### config.mk
export PLATFORM = sky130hd
export DESIGN_NAME = scsu_spi_ctrl
export DESIGN_NICKNAME = d
export VERILOG_FILES = /design/src/inc/scsu_pkg.sv /design/src/inc/scsu_buf_if.sv /design/src/hw/scsu_pair_buf.sv /design/src/hw/scsu_spi_ctrl.sv
export VERILOG_INCLUDE_DIRS = /design/src /design/src/inc
export SDC_FILE = /design/constraint.sdc
export NUM_CORES = 1
export LEC_CHECK = 0
export BUFFER_PORTS_ARGS = -buffer_cell sky130_fd_sc_hd__buf_2
export CORE_ASPECT_RATIO = 0.75
export CORE_MARGIN = 8
export CORE_UTILIZATION = 35
export CTS_CLUSTER_SIZE = 12
export DETAILED_ROUTE_END_ITERATION = 12
export PLACE_DENSITY_LB_ADDON = 0.1
export RECOVER_POWER = 100
export SETUP_SLACK_MARGIN = 0.3
export SLEW_MARGIN = 20
export SYNTH_ARGS = -nofsm -noshare
export SYNTH_HDL_FRONTEND = slang
export SYNTH_SLANG_ARGS = --single-unit
### constraint.sdc
create_clock -name clock_i -period 2.38 [get_ports clock_i]
set_input_delay 0.357 -clock clock_i [delete_from_list [all_inputs] [get_ports clock_i]]
set_output_delay 0.357 -clock clock_i [all_outputs]
set_load 0.02 [all_outputs]
### src/inc/scsu_defs.svh
// Register map, field positions, reset values and counts of the SPI control/status unit
`ifndef SCSU_DEFS_SVH
`define SCSU_DEFS_SVH

// ----------------------------------------------------------------
// Register offsets
// ----------------------------------------------------------------
`define SCSU_CTRL_OFS   8'hbc
`define SCSU_STAT_OFS   8'hbd
`define SCSU_DATA_OFS   8'hbe

// ----------------------------------------------------------------
// Control fields
// ----------------------------------------------------------------
`define SCSU_EN_BIT     7
`define SCSU_MS_BIT     6
`define SCSU_POL_BIT    5
`define SCSU_PHA_BIT    4
`define SCSU_SSD_BIT    3
`define SCSU_LSB_BIT    2
`define SCSU_RATE_HI    1
`define SCSU_RATE_LO    0

// ----------------------------------------------------------------
// Status fields
// ----------------------------------------------------------------
`define SCSU_DONE_BIT   7
`define SCSU_WCOL_BIT   6
`define SCSU_MODF_BIT   5
`define SCSU_OVR_BIT    4
`define SCSU_RXF_BIT    3
`define SCSU_BSY_BIT    0

// ----------------------------------------------------------------
// Reset values and counts
// ----------------------------------------------------------------
`define SCSU_CTRL_RST   8'h00
`define SCSU_DATA_RST   8'h00
`define SCSU_LAST_EDGE  4'hf

`endif

### src/inc/scsu_pkg.sv
// Types shared by the SPI control/status unit
package scsu_pkg;

    typedef enum logic [0:0] {
        SCSU_IDLE  = 1'b0,
        SCSU_SHIFT = 1'b1
    } scsu_state_t;

endpackage

### src/inc/scsu_buf_if.sv
// Valid/ready carrier between the unit and its transmit buffer
`timescale 1ns/10ps
interface scsu_buf_if #(
    parameter int W = 8
);
    logic [W-1:0] in_data;
    logic         in_valid;
    logic         in_ready;
    logic [W-1:0] out_data;
    logic         out_valid;
    logic         out_ready;

    modport store (input in_data, input in_valid, output in_ready,
                   output out_data, output out_valid, input out_ready);
    modport user  (output in_data, output in_valid, input in_ready,
                   input out_data, input out_valid, output out_ready);
endinterface

### src/hw/scsu_pair_buf.sv
// Small flop-based valid/ready buffer, two entries by default
`timescale 1ns/10ps
module scsu_pair_buf #(
    parameter int W     = 8,
    parameter int DEPTH = 2
) (
    // Clock and reset
    input  wire logic   clock_i,
    input  wire logic   rst_n_i,
    // Data path
    scsu_buf_if.store   bq
);
    localparam int AW = (DEPTH > 1) ? $clog2(DEPTH) : 1;

    logic [W-1:0] mem_q [DEPTH];
    logic [AW-1:0] wp_q;
    logic [AW-1:0] rp_q;
    logic [AW:0]   cnt_q;
    wire           push;
    wire           pop;
    wire [AW-1:0]  wp_nx;
    wire [AW-1:0]  rp_nx;

    assign bq.in_ready  = (cnt_q != (AW+1)'(DEPTH));
    assign bq.out_valid = (cnt_q != '0);
    assign bq.out_data  = mem_q[rp_q];
    assign push  = bq.in_valid & bq.in_ready;
    assign pop   = bq.out_valid & bq.out_ready;
    assign wp_nx = (wp_q == AW'(DEPTH - 1)) ? '0 : wp_q + 1'b1;
    assign rp_nx = (rp_q == AW'(DEPTH - 1)) ? '0 : rp_q + 1'b1;

    always_ff @(posedge clock_i) begin
        if (push) begin
            mem_q[wp_q] <= bq.in_data;
        end
    end

    always_ff @(posedge clock_i) begin
        if (!rst_n_i) begin
            wp_q  <= '0;
            rp_q  <= '0;
            cnt_q <= '0;
        end else begin
            if (push) begin
                wp_q <= wp_nx;
            end
            if (pop) begin
                rp_q <= rp_nx;
            end
            cnt_q <= cnt_q + (AW+1)'(push) - (AW+1)'(pop);
        end
    end
endmodule

### src/hw/scsu_spi_ctrl.sv
// SPI port control/status unit: registers, rate divider, master shifter
//
// Contract
// [RULE1] Bits go out and in MSB first when bit-order is 0, LSB first when 1.
// [RULE2] Master serial clock is system clock divided by 2, 4, 8 or 16.
// [RULE3] Done flag sets at frame end; cleared by interrupt vectoring or writing 0.
// [RULE4] Writing data while busy sets the write-collision flag.
// [RULE5] Collision flag clears on writing 0 or data write while not busy.
// [RULE6] Master with select pin used: select input low sets mode fault.
// [RULE7] Mode fault clears port enable and master select.
// [RULE8] Overrun sets at frame end if receive-full already set; clear by 0 or read.
// [RULE9] Receive-full sets at frame end; cleared by writing 0 or data read.
// [RULE10] Busy flag is high exactly while a transfer is in progress; here also while a byte is queued and two cycles after.
// [RULE11] One data register: writes transmit, reads return last received byte.
// [RULE12] Phase 0 samples on first clock edge of a bit, phase 1 on second.
// [RULE13] Enabled idle master starts an 8-bit frame on a data write.
// [RULE14] The peer keeps select high while this device is master.
//
// The address-and-strobe port was left to the implementer.
`timescale 1ns/10ps
`include "scsu_defs.svh"
module scsu_spi_ctrl
    import scsu_pkg::*;
(
    // Clock and reset
    input  wire logic       clock_i,
    input  wire logic       rst_n_i,
    // Register port
    input  wire logic [7:0] addr_i,
    input  wire logic [7:0] wdata_i,
    input  wire logic       wr_i,
    input  wire logic       rd_i,
    output logic [7:0]      rdata_o,
    // Interrupt vectoring
    input  wire logic       int_ack_i,
    output logic            done_flag_o,
    // Serial pins
    output logic            sck_o,
    output logic            sck_oe_o,
    output logic            mosi_o,
    output logic            mosi_oe_o,
    input  wire logic       miso_i,
    input  wire logic       ss_n_i
);

    // ----------------------------------------------------------------
    // State
    // ----------------------------------------------------------------
    logic [7:0]  ctrl_q;
    logic [7:0]  ctrl_d;
    logic        done_q;
    logic        wcol_q;
    logic        modf_q;
    logic        ovr_q;
    logic        rxf_q;
    logic [7:0]  rx_data_q;
    scsu_state_t state_q;
    logic [2:0]  div_q;
    logic [3:0]  edge_q;
    logic [7:0]  sh_q;
    logic [7:0]  sh_d;
    logic [7:0]  rx_sh_q;
    logic        sck_q;
    logic        oe_q;
    logic        mosi_q;
    logic [7:0]  rdata_q;
    logic        ss_m_q;
    logic        ss_s_q;
    logic        miso_m_q;
    logic        miso_s_q;
    logic [7:0]  cyc_q;
    logic        samp_p1_q;
    logic        samp_p2_q;
    logic        end_p1_q;
    logic        end_p2_q;

    scsu_buf_if #(.W(8)) bq ();

    scsu_pair_buf #(
        .W     (8),
        .DEPTH (2)
    ) u_txbuf (
        .clock_i (clock_i),
        .rst_n_i (rst_n_i),
        .bq      (bq)
    );

    // ----------------------------------------------------------------
    // Decode
    // ----------------------------------------------------------------
    wire       wr_ctrl  = wr_i & (addr_i == `SCSU_CTRL_OFS);
    wire       wr_stat  = wr_i & (addr_i == `SCSU_STAT_OFS);
    wire       wr_data  = wr_i & (addr_i == `SCSU_DATA_OFS);
    wire       rd_data  = rd_i & (addr_i == `SCSU_DATA_OFS);
    wire       en       = ctrl_q[`SCSU_EN_BIT];
    wire       master_select     = ctrl_q[`SCSU_MS_BIT];
    wire       cpol     = ctrl_q[`SCSU_POL_BIT];
    wire       clock_phase     = ctrl_q[`SCSU_PHA_BIT];
    wire       ssd      = ctrl_q[`SCSU_SSD_BIT];
    wire       low_bit_first     = ctrl_q[`SCSU_LSB_BIT];
    wire [1:0] rate     = ctrl_q[`SCSU_RATE_HI:`SCSU_RATE_LO];
    wire       shifting = (state_q == SCSU_SHIFT);
    // Queued byte counts as busy so a second write is flagged and dropped, not queued
    // Busy also spans the synchroniser tail of the last received bit
    wire       busy     = shifting | bq.out_valid | end_p1_q | end_p2_q; // [RULE10]
    wire       modf_set = en & master_select & ~ssd & ~ss_s_q; // [RULE6] [RULE14]
    // Half serial period minus one: 0, 1, 3, 7 cycles
    wire [2:0] half_m1  = (3'h1 << rate) - 3'h1; // [RULE2]
    wire       tick     = shifting & (div_q == half_m1);
    wire       samp_e   = tick & (edge_q[0] == clock_phase); // [RULE12]
    // Phase 1 presents bit 0 at the first edge, so no shift there
    wire       shift_e  = tick & (edge_q[0] != clock_phase) & ~(clock_phase & (edge_q == 4'h0));
    wire       xfer_end = tick & (edge_q == `SCSU_LAST_EDGE);
    wire [7:0] rx_next  = low_bit_first ? {miso_s_q, rx_sh_q[7:1]} : {rx_sh_q[6:0], miso_s_q}; // [RULE1]
    wire       start    = bq.out_valid & bq.out_ready;
    wire [7:0] stat_rd  = {done_q, wcol_q, modf_q, ovr_q, rxf_q, 2'b00, busy};

    // Writes while disabled, in slave mode or busy are dropped
    assign bq.in_data   = wdata_i;
    assign bq.in_valid  = wr_data & ~busy & en & master_select; // [RULE13]
    assign bq.out_ready = ~shifting & en & master_select & ~modf_set; // [RULE13]

    // ----------------------------------------------------------------
    // Control register
    // ----------------------------------------------------------------
    always_comb begin
        ctrl_d = wr_ctrl ? wdata_i : ctrl_q;
        if (modf_set) begin
            ctrl_d[`SCSU_EN_BIT] = 1'b0; // [RULE7]
            ctrl_d[`SCSU_MS_BIT] = 1'b0; // [RULE7]
        end
    end

    always_ff @(posedge clock_i) begin
        if (!rst_n_i) begin
            ctrl_q <= `SCSU_CTRL_RST;
        end else begin
            ctrl_q <= ctrl_d;
        end
    end

    // ----------------------------------------------------------------
    // Status flags, set wins over clear
    // ----------------------------------------------------------------
    wire done_clr = int_ack_i | (wr_stat & ~wdata_i[`SCSU_DONE_BIT]);
    wire wcol_set = wr_data & busy;
    wire wcol_clr = (wr_data & ~busy) | (wr_stat & ~wdata_i[`SCSU_WCOL_BIT]);
    wire modf_clr = wr_stat & ~wdata_i[`SCSU_MODF_BIT];
    wire ovr_clr  = rd_data | (wr_stat & ~wdata_i[`SCSU_OVR_BIT]);
    wire rxf_clr  = rd_data | (wr_stat & ~wdata_i[`SCSU_RXF_BIT]);

    always_ff @(posedge clock_i) begin
        if (!rst_n_i) begin
            done_q <= 1'b0;
            wcol_q <= 1'b0;
            modf_q <= 1'b0;
            ovr_q  <= 1'b0;
            rxf_q  <= 1'b0;
        end else begin
            done_q <= end_p2_q | (done_q & ~done_clr); // [RULE3]
            wcol_q <= wcol_set | (wcol_q & ~wcol_clr); // [RULE4] [RULE5]
            modf_q <= modf_set | (modf_q & ~modf_clr); // [RULE6]
            ovr_q  <= (end_p2_q & rxf_q) | (ovr_q & ~ovr_clr); // [RULE8]
            rxf_q  <= end_p2_q | (rxf_q & ~rxf_clr); // [RULE9]
        end
    end

    // ----------------------------------------------------------------
    // Pin synchronisers
    // ----------------------------------------------------------------
    always_ff @(posedge clock_i) begin
        if (!rst_n_i) begin
            ss_m_q   <= 1'b1;
            ss_s_q   <= 1'b1;
            miso_m_q <= 1'b0;
            miso_s_q <= 1'b0;
        end else begin
            ss_m_q   <= ss_n_i;
            ss_s_q   <= ss_m_q;
            miso_m_q <= miso_i;
            miso_s_q <= miso_m_q;
        end
    end

    // ----------------------------------------------------------------
    // Shifter
    // ----------------------------------------------------------------
    always_comb begin
        sh_d = sh_q;
        if (start) begin
            sh_d = bq.out_data;
        end else if (shift_e) begin
            sh_d = low_bit_first ? {1'b0, sh_q[7:1]} : {sh_q[6:0], 1'b0}; // [RULE1]
        end
    end

    always_ff @(posedge clock_i) begin
        if (!rst_n_i) begin
            state_q <= SCSU_IDLE;
            div_q   <= 3'h0;
            edge_q  <= 4'h0;
            sh_q    <= 8'h00;
            mosi_q  <= 1'b0;
            rx_sh_q <= 8'h00;
            samp_p1_q <= 1'b0;
            samp_p2_q <= 1'b0;
            end_p1_q  <= 1'b0;
            end_p2_q  <= 1'b0;
        end else begin
            sh_q   <= sh_d;
            mosi_q <= low_bit_first ? sh_d[0] : sh_d[7]; // [RULE1]
            // Mode fault aborts a frame in flight
            if (modf_set || !shifting || tick) begin
                div_q <= 3'h0;
            end else begin
                div_q <= div_q + 3'h1; // [RULE2]
            end
            // Miso lags two cycles in its synchroniser, so capture and frame end wait too
            samp_p1_q <= samp_e;
            samp_p2_q <= samp_p1_q;
            end_p1_q  <= xfer_end;
            end_p2_q  <= end_p1_q;
            if (samp_p2_q) begin
                rx_sh_q <= rx_next; // [RULE12]
            end
            case (state_q)
                SCSU_IDLE: begin
                    edge_q <= 4'h0;
                    if (start) begin
                        state_q <= SCSU_SHIFT; // [RULE13]
                    end
                end
                SCSU_SHIFT: begin
                    if (modf_set || xfer_end) begin
                        state_q <= SCSU_IDLE;
                    end
                    if (tick) begin
                        edge_q <= edge_q + 4'h1;
                    end
                end
                default: begin
                    state_q <= SCSU_IDLE;
                end
            endcase
        end
    end

    always_ff @(posedge clock_i) begin
        if (!rst_n_i) begin
            rx_data_q <= `SCSU_DATA_RST;
        end else if (end_p2_q) begin
            // Phase 0 takes its last sample an edge before the frame ends
            rx_data_q <= samp_p2_q ? rx_next : rx_sh_q; // [RULE11]
        end
    end

    // ----------------------------------------------------------------
    // Pins and read port
    // ----------------------------------------------------------------
    always_ff @(posedge clock_i) begin
        if (!rst_n_i) begin
            sck_q   <= 1'b0;
            oe_q    <= 1'b0;
            rdata_q <= 8'h00;
        end else begin
            oe_q <= ctrl_d[`SCSU_EN_BIT] & ctrl_d[`SCSU_MS_BIT];
            if (!shifting || modf_set) begin
                sck_q <= ctrl_d[`SCSU_POL_BIT];
            end else if (tick) begin
                sck_q <= ~sck_q; // [RULE2]
            end
            rdata_q <= 8'h00;
            if (rd_i) begin
                case (addr_i)
                    `SCSU_CTRL_OFS: rdata_q <= ctrl_q;
                    `SCSU_STAT_OFS: rdata_q <= stat_rd; // [RULE10]
                    `SCSU_DATA_OFS: rdata_q <= rx_data_q; // [RULE11]
                    default:        rdata_q <= 8'h00;
                endcase
            end
        end
    end

    assign rdata_o     = rdata_q;
    assign done_flag_o = done_q;
    assign sck_o       = sck_q;
    assign sck_oe_o    = oe_q;
    assign mosi_o      = mosi_q;
    assign mosi_oe_o   = oe_q;

    // ----------------------------------------------------------------
    // Checks
    // ----------------------------------------------------------------
    // Cycles since frame start, lets the frame length be checked
    always_ff @(posedge clock_i) begin
        if (!rst_n_i || start) begin
            cyc_q <= 8'h00;
        end else if (shifting) begin
            cyc_q <= cyc_q + 8'h01;
        end
    end

    chk_first_bit_order: assert property ( // [RULE1]
        @(posedge clock_i) disable iff (!rst_n_i)
        start |=> mosi_q == (low_bit_first ? $past(bq.out_data[0]) : $past(bq.out_data[7])))
        else $error("first serial bit has wrong order");

    chk_frame_rate_len: assert property ( // [RULE2]
        @(posedge clock_i) disable iff (!rst_n_i)
        xfer_end |-> cyc_q == ((8'h10 << rate) - 8'h01))
        else $error("frame length does not match rate divider");

    chk_done_set_ack: assert property ( // [RULE3]
        @(posedge clock_i) disable iff (!rst_n_i)
        end_p2_q |=> done_q ##1 (done_q || $past(done_clr)))
        else $error("done flag not set or lost");

    chk_done_vector_clr: assert property ( // [RULE3]
        @(posedge clock_i) disable iff (!rst_n_i)
        (int_ack_i && !end_p2_q) |=> !done_q)
        else $error("done flag not cleared on vectoring");

    chk_wcol_on_busy: assert property ( // [RULE4]
        @(posedge clock_i) disable iff (!rst_n_i)
        (wr_data && busy) |=> wcol_q && stat_rd[`SCSU_WCOL_BIT])
        else $error("collision flag not set");

    chk_wcol_rewrite_clr: assert property ( // [RULE5]
        @(posedge clock_i) disable iff (!rst_n_i)
        (wr_data && !busy) |=> !wcol_q)
        else $error("collision flag not cleared by idle write");

    chk_modf_disable: assert property ( // [RULE7]
        @(posedge clock_i) disable iff (!rst_n_i)
        modf_set |=> modf_q && !en && !master_select && !shifting ##1 !oe_q)
        else $error("mode fault did not disable port");

    chk_overrun_set: assert property ( // [RULE8]
        @(posedge clock_i) disable iff (!rst_n_i)
        (end_p2_q && rxf_q) |=> ovr_q && rxf_q)
        else $error("overrun not flagged");

    chk_read_clears_rx: assert property ( // [RULE9]
        @(posedge clock_i) disable iff (!rst_n_i)
        (rd_data && !end_p2_q) |=> !rxf_q && !ovr_q && rdata_o == $past(rx_data_q))
        else $error("data read did not clear receive flags");

    chk_busy_in_frame: assert property ( // [RULE10]
        @(posedge clock_i) disable iff (!rst_n_i)
        (rd_i && addr_i == `SCSU_STAT_OFS) |=> rdata_o[`SCSU_BSY_BIT] == $past(busy))
        else $error("busy bit does not follow transfer");

    chk_write_starts: assert property ( // [RULE13]
        @(posedge clock_i) disable iff (!rst_n_i)
        (bq.in_valid && bq.in_ready && !modf_set) |=> ##1 shifting || modf_q)
        else $error("data write did not start a frame");

endmodule

# [Word-level counts from Yosys, hierarchy flattened]
# Memories as Yosys holds them, arrays and structs flattened. A register that Yosys moved wholly into a read port is not among the register bits.
# Index checks and enable logic that the tools add are counted.
[word_totals] n_memories=1 latch_bits=0 inputBits=23 ram_bits=16 mem_bits_ro=0 elab_cells=143 ff_bits=68 out_inout_bits=13
[classes] n_shift=1 muxes=22 n_lt_le_gt_ge=0 add_sub_neg=7 eq_ne=9 multipliers=0 div_mod_pow=0 n_reduce_logical=10 bitwise_logic=64
[mem_list] name="u_txbuf.mem_q" depth=2 word_bits=8 rd=1 rd_clocked_by_memory_dff=1 write_ports=1 line="scsu_pair_buf.sv:15" rtl="logic [W-1:0] mem_q [DEPTH];"
[ops] operator="2-to-1 mux 8 bit" count=6
[ops] operator="AND 1 bit" count=34
[ops] operator="== test 8 bit, second input constant" count=3
[ops] operator="case mux 8 bit (3 select lines)" count=1
[ops] operator="inverter 1 bit" count=18
[ops] operator="OR 1 bit" count=12
[ops] operator="2-to-1 mux 1 bit" count=11
[ops] operator="case mux 4 bit (2 select lines)" count=1
[ops] operator="nonzero test 2 bit" count=3
[ops] operator="adder 4 x 1 -> 4 bit, second input constant" count=1
[ops] operator="== test 4 bit, second input constant" count=1
[ops] operator="zero test 4 bit" count=1
[ops] operator="2-to-1 mux 4 bit" count=1
[ops] operator="adder 3 x 1 -> 3 bit, second input constant" count=1
[ops] operator="== test 3 bit" count=1
[ops] operator="logical OR 1 bit" count=3
[ops] operator="<< shifter 1 x 2 -> 3 bit, first input constant" count=1
[ops] operator="subtractor 3 x 1 -> 3 bit, second input constant" count=1
[ops] operator="adder 1 bit, second input constant" count=2
[ops] operator="adder 2 x 1 -> 2 bit" count=1
[ops] operator="2-to-1 mux 2 bit" count=1
[ops] operator="inequality test 2 x 1 -> 1 bit, second input constant" count=1
[ops] operator="inequality test 2 bit, second input constant" count=1
[ops] operator="case mux 1 bit (2 select lines)" count=1
[ops] operator="other kinds (6)" count=6

# [Longest topological paths before layout]
[depth] ltp_word=11 depth_mapped=10 mapped_depth_nobuf=9

# [Hierarchy]
# A second synthesis with hierarchy kept.
[unflattened] hier_cells=362 hier_area_um2=3733.6
[by_module_without_submodules] mod="scsu_spi_ctrl" n_inst=1 area_per_inst_um2=2887.8 cells_each=308 seq_area_each_um2=1281.2
[by_module_without_submodules] mod="scsu_pair_buf" n_inst=1 area_per_inst_um2=845.8 cells_each=54 seq_area_each_um2=580.6

# [Least setup slack after synthesis]
# No wires, ideal clock.
[synth_timing] kind="flip-flop to flip-flop" from="register u_txbuf.cnt_q[1]" to="register u_txbuf.cnt_q[1]" setup_ns=0.128 period_less_slack_ns=2.162 path_stages_with_launch=11 n_path_buf=1 path_slack_ns=0.218 required_time_ns=2.252 t_arrival_ns=2.034 path_cell_list="dfxtp_1 nor2_1 or4_1 clkbuf_1 inv_2 ha_1 inv_1 ha_1 xor2_1 xnor2_1 nor2_1"
[synth_between] elab_cells_between_ends=13 cone_classes="add/sub: 2; eq/ne: 1; bitwise: 9; reduce/logical: 1"
[synth_rtl] item="from (decl)" line="scsu_pair_buf.sv:18" rtl="logic [AW:0] cnt_q;"
[synth_rtl] item="from (signal assigned)" line="scsu_pair_buf.sv:50" rtl="cnt_q <= cnt_q + (AW+1)'(push) - (AW+1)'(pop);"
[synth_rtl] item="nonzero test 2 bit" line="scsu_pair_buf.sv:25" rtl="assign bq.out_valid = (cnt_q != '0);"
[synth_rtl] item="AND 1 bit"
[synth_rtl] item="named net start" line="scsu_spi_ctrl.sv:115" rtl="wire start = bq.out_valid & bq.out_ready;"
[synth_rtl] item="subtractor 2 x 1 -> 2 bit" line="scsu_pair_buf.sv:50"
# The timed path passes the listed nets, and every way through them passes these cells.
# A chain may end at the register's enable or synchronous reset.

# [Final worst setup path]
[layout_timing] from="register ctrl_q[1]" to="register sh_q[2]"
[layout_between] elab_chain_cells=7
[layout_lines] item="from (decl)" line="scsu_spi_ctrl.sv:49" rtl="logic [7:0] ctrl_q;"
[layout_lines] item="from (signal assigned)" line="scsu_spi_ctrl.sv:136" rtl="ctrl_q <= `SCSU_CTRL_RST;"
[layout_lines] item="from (signal assigned)" line="scsu_spi_ctrl.sv:138" rtl="ctrl_q <= ctrl_d;"
[layout_lines] item="<< shifter 1 x 2 -> 3 bit" line="scsu_spi_ctrl.sv:108" rtl="wire [2:0] half_m1 = (3'h1 << rate) - 3'h1;"
[layout_lines] item="subtractor 3 x 1 -> 3 bit" line="scsu_spi_ctrl.sv:108"
[layout_lines] item="== test 3 bit" line="scsu_spi_ctrl.sv:109" rtl="wire tick = shifting & (div_q == half_m1);"
[layout_lines] item="AND 1 bit" line="scsu_spi_ctrl.sv:109"
[layout_lines] item="AND 1 bit (2 in a row)" line="scsu_spi_ctrl.sv:112" rtl="wire shift_e = tick & (edge_q[0] != clock_phase) & ~(clock_phase & (edge_q == 4'h0));"
[layout_lines] item="nonzero test 2 bit (no source line)"
[layout_lines] item="to (signal assigned)" line="scsu_spi_ctrl.sv:202" rtl="sh_q <= 8'h00;"
[layout_lines] item="to (signal assigned)" line="scsu_spi_ctrl.sv:210" rtl="sh_q <= sh_d;"
[layout_lines] item="to (decl)" line="scsu_spi_ctrl.sv:60" rtl="logic [7:0] sh_q;"
# Every way passes these cells.

==> results.json <==
{
  "yosysMostFrequentCell": "dfxtp_1",
  "reg2reg_depth": 6,
  "cp_max_fo": 9,
  "hold_viol_final": 0,
  "grt_pass1_vias": 2528,
  "rows": 31,
  "ir_worst_vdd_mv": 0.305,
  "antenna_found_initial": 0,
  "min_to": "ss_m_q$_SDFF_PN1_",
  "async_reset_ff_frac": 0,
  "min_period_over_period": 0.882,
  "maxCapViolations": 0,
  "fin_tns_setup_ns": 0,
  "slew_violations": 0,
  "synth_cell_types": 51,
  "worstSetupEndpointType": "flip-flop",
  "critPathKind": "reg2reg",
  "drive_gt1_frac": 0.116,
  "rrSetupSlack_ns": 0.28,
  "syn-cell-area_um2": 3500,
  "antenna_left": 0,
  "synth.area.top_cells": "dfxtp_1 (40%), edfxtp_1 (14%), mux2i_1 (12%)",
  "switchingPower_mw": 0.566,
  "place_ws_ns": 0.274,
  "drt-initial-drc-count": 130,
  "cpPeakStageDelay_ns": 0.52,
  "yosysTopAreaCell": "dfxtp_1",
  "finalNetCount": 412,
  "hold_path.class": "in2reg",
  "port_buffers": 35,
  "antenna_cells": 0,
  "synth_common_cells": "dfxtp_1 (69), nor2_1 (59), mux2i_1 (41)",
  "die_area_um2": 13500,
  "synth_edf_count": 16,
  "multiInputGateArea_um2": 1530,
  "slew_headroom": 0.462,
  "drc_errors": 0,
  "dp_hpwl_um": 5940,
  "die_y_um": 103,
  "post-route-util": 0.422,
  "cp-startpoint": "ctrl_q[1]$_SDFFE_PN0N_",
  "synth_seq_cells": 85,
  "setup_viol": 0,
  "cts_tree": "yes",
  "ff_latch_area_um2": 1870,
  "ios": 36,
  "crit_buf_inv": 1,
  "clockBufferDepth": 2,
  "ys_warn_count": 0,
  "reg2reg_to": "sh_q[2]$_SDFFE_PN0P_",
  "cp_slowest_cell": "or4_1",
  "path_cells": "or4_1 > a21oi_1 > o221ai_4 > clkbuf_1 > a211oi_2 > a2111oi_2",
  "startpoint_type": "flip-flop",
  "worst_pin_slew_ns": 0.806,
  "grt_overflow": 0,
  "insertion_delay_ns": 0.33,
  "gp_congestion": 0.753,
  "clk_pin_slew_worst_paths_ns": 0.06,
  "yosys.area.top_type_share": 0.395,
  "die_w_um": 131,
  "leakage_nw": 1.41,
  "avgViaCountPerCell": 4.87,
  "cp.required_ns": 2.56,
  "totalWireLength_um": 8250,
  "h-tree-depth": 3,
  "swShare": 0.206,
  "avgSynthCellArea_um2": 10.3,
  "syn_inst": 340,
  "cts_hold_buf": 0,
  "seqPwrFrac": 0.533,
  "hold_start": "ss_n_i",
  "fillerInstances": 988,
  "yosysSeqAreaShare": 0.533,
  "power_density_nw_per_um2": 674,
  "grt_max_degree": 19,
  "start_util": 0.361,
  "root_buffer": "clkbuf_16",
  "power_frac_comb": 0.024,
  "dr.pass1.iters": 4,
  "crit_family": "compound AO/OA/AOI/OAI gates",
  "core-area_um2": 9700,
  "wl_per_cell_um": 15.8,
  "track_usage": 0.130,
  "vias": 2537,
  "synth_ff_type": "dfxtp_1",
  "power.total_mw": 2.75,
  "crit_arrival_ns": 2.28,
  "finalClockSkew_ns": 0.00534,
  "cts_num_sinks": 85,
  "numCtsBuffers": 9,
  "post-route-min-period_ns": 2.10,
  "syn-num-nets": 368,
  "p_int_mw": 2.19,
  "regToRegStartpoint": "ctrl_q[1]$_SDFFE_PN0N_",
  "area_growth_pct": 17.0,
  "fin_ws_ns": 0.281,
  "max_freq_mhz": 476,
  "hold_depth": 2,
  "status": "finished clean",
  "rsz0062_at_grt": "false",
  "grt_pass1_wl_um": 13400,
  "pwr-share-clk": 0.443
}
==> metal layers <==
| layer | vias up | part of all wire | global-route usage |
|---|---|---|---|
| met1 | 1203 | 0.52 | 0.175 |
| met2 | 51 | 0.41 | 0.189 |
| met3 | 5 | 0.065 | 0.0477 |
| li1 | 1278 | - | - |
| met5 | - | 0 | 0 |
| met4 | 0 | 0.0095 | 0.0396 |
==> worst reg2reg max path, stage by stage (launching register included) <==
cell	delay, ns
dfxtp_1	0.37
or4_1	0.52
a21oi_1	0.33
o221ai_4	0.24
clkbuf_1	0.20
a211oi_2	0.23
a2111oi_2	0.07
==> final cells by class <==
| type | instances | area share |
|---|---|---|
| well taps | 132 | 0.0404 |
| clock buffers | 13 | 0.0588 |
| clock inverters | 3 | 0.00306 |
| inverters | 10 | 0.00979 |
| repair buffers | 51 | 0.0581 |
| multi-input cells | 227 | 0.374 |
| flip-flops and latches | 85 | 0.456 |
==> logic make-up (layout without fill, tap and decap cells) <==
kind of cell             after synthesis  after routing  synth area share
buffers and inverters                 28             77            0.0358
adder cells (fa/ha/maj)                5              5            0.0179
multiplexers                          43             43             0.124
flip-flops                            85             85             0.533
AO/OA/AOI/OAI                         52             52             0.104
AND/OR/NAND/NOR                      118            118             0.164
XOR/XNOR                               9              9            0.0225
==> through the flow <==
step                std cells  instance area (µm²)  hold slack, ns
finish                    521                 4090           0.207
global route              521                 4090           0.203
CTS                       518                 4130           0.194
detailed placement        502                 3860           0.392
global placement          502                 3860           0.399
floorplan                 340                 3510           0.386
==> how the worst max path moves through the flow <==
stage / to / cells past startpoint / slack, ns
2_1_floorplan: u_txbuf.cnt_q[1]$_SDFF_PN0_ / 10 / 0.32
3_5_place_dp: mosi_o$_SDFF_PN0_ / 6 / 0.27
6_report: sh_q[2]$_SDFFE_PN0P_ / 6 / 0.28
4_1_cts: u_txbuf.cnt_q[1]$_SDFF_PN0_ / 9 / 0.30
5_1_grt: mosi_o$_SDFF_PN0_ / 6 / 0.18
3_3_place_gp: mosi_o$_SDFF_PN0_ / 7 / 0.25
==> repair_timing <==
action,4_1_cts,5_1_grt
setup endpoints to repair,3,5
setup buffers,0,3
pin swaps,0,2
gates resized for setup,1,9
==> flip-flops by register name, indices dropped and copies added, names as in the netlist, 2 cells and up, named ones only <==
| register | cells |
|---|---|
| rx_sh_q | 8 |
| rx_data_q | 8 |
| rdata_o | 8 |
| sh_q | 8 |
| div_q | 3 |
| u_txbuf.mem_q | 16 |
| edge_q | 4 |
| ctrl_q | 8 |
| u_txbuf.cnt_q | 2 |
==> cells in the final DEF (no fill, tap or decap), types with 5 or more instances in the layout <==
| cell | instances |
|---|---|
| nand3_1 | 10 |
| dfxtp_1 | 66 |
| nand2_1 | 8 |
| clkbuf_1 | 34 |
| a21oi_1 | 25 |
| mux2i_1 | 41 |
| buf_2 | 13 |
| and2_1 | 12 |
| nor2_1 | 59 |
| inv_1 | 9 |
| xnor2_1 | 7 |
| ha_1 | 5 |
| clkbuf_16 | 9 |
| edfxtp_1 | 16 |
| buf_4 | 7 |
==> power groups by stage <==
stage                     logic (mW)  registers (mW)  clock network [mW]
after global placement        0.0723            1.50                   0
final                         0.0655            1.47                1.22
after floorplan               0.0285            1.50                   0
after global routing          0.0720            1.47                1.31
after CTS                     0.0731            1.47                1.26
after detailed placement      0.0726            1.50                   0
Power figures use the tool's default switching activity.
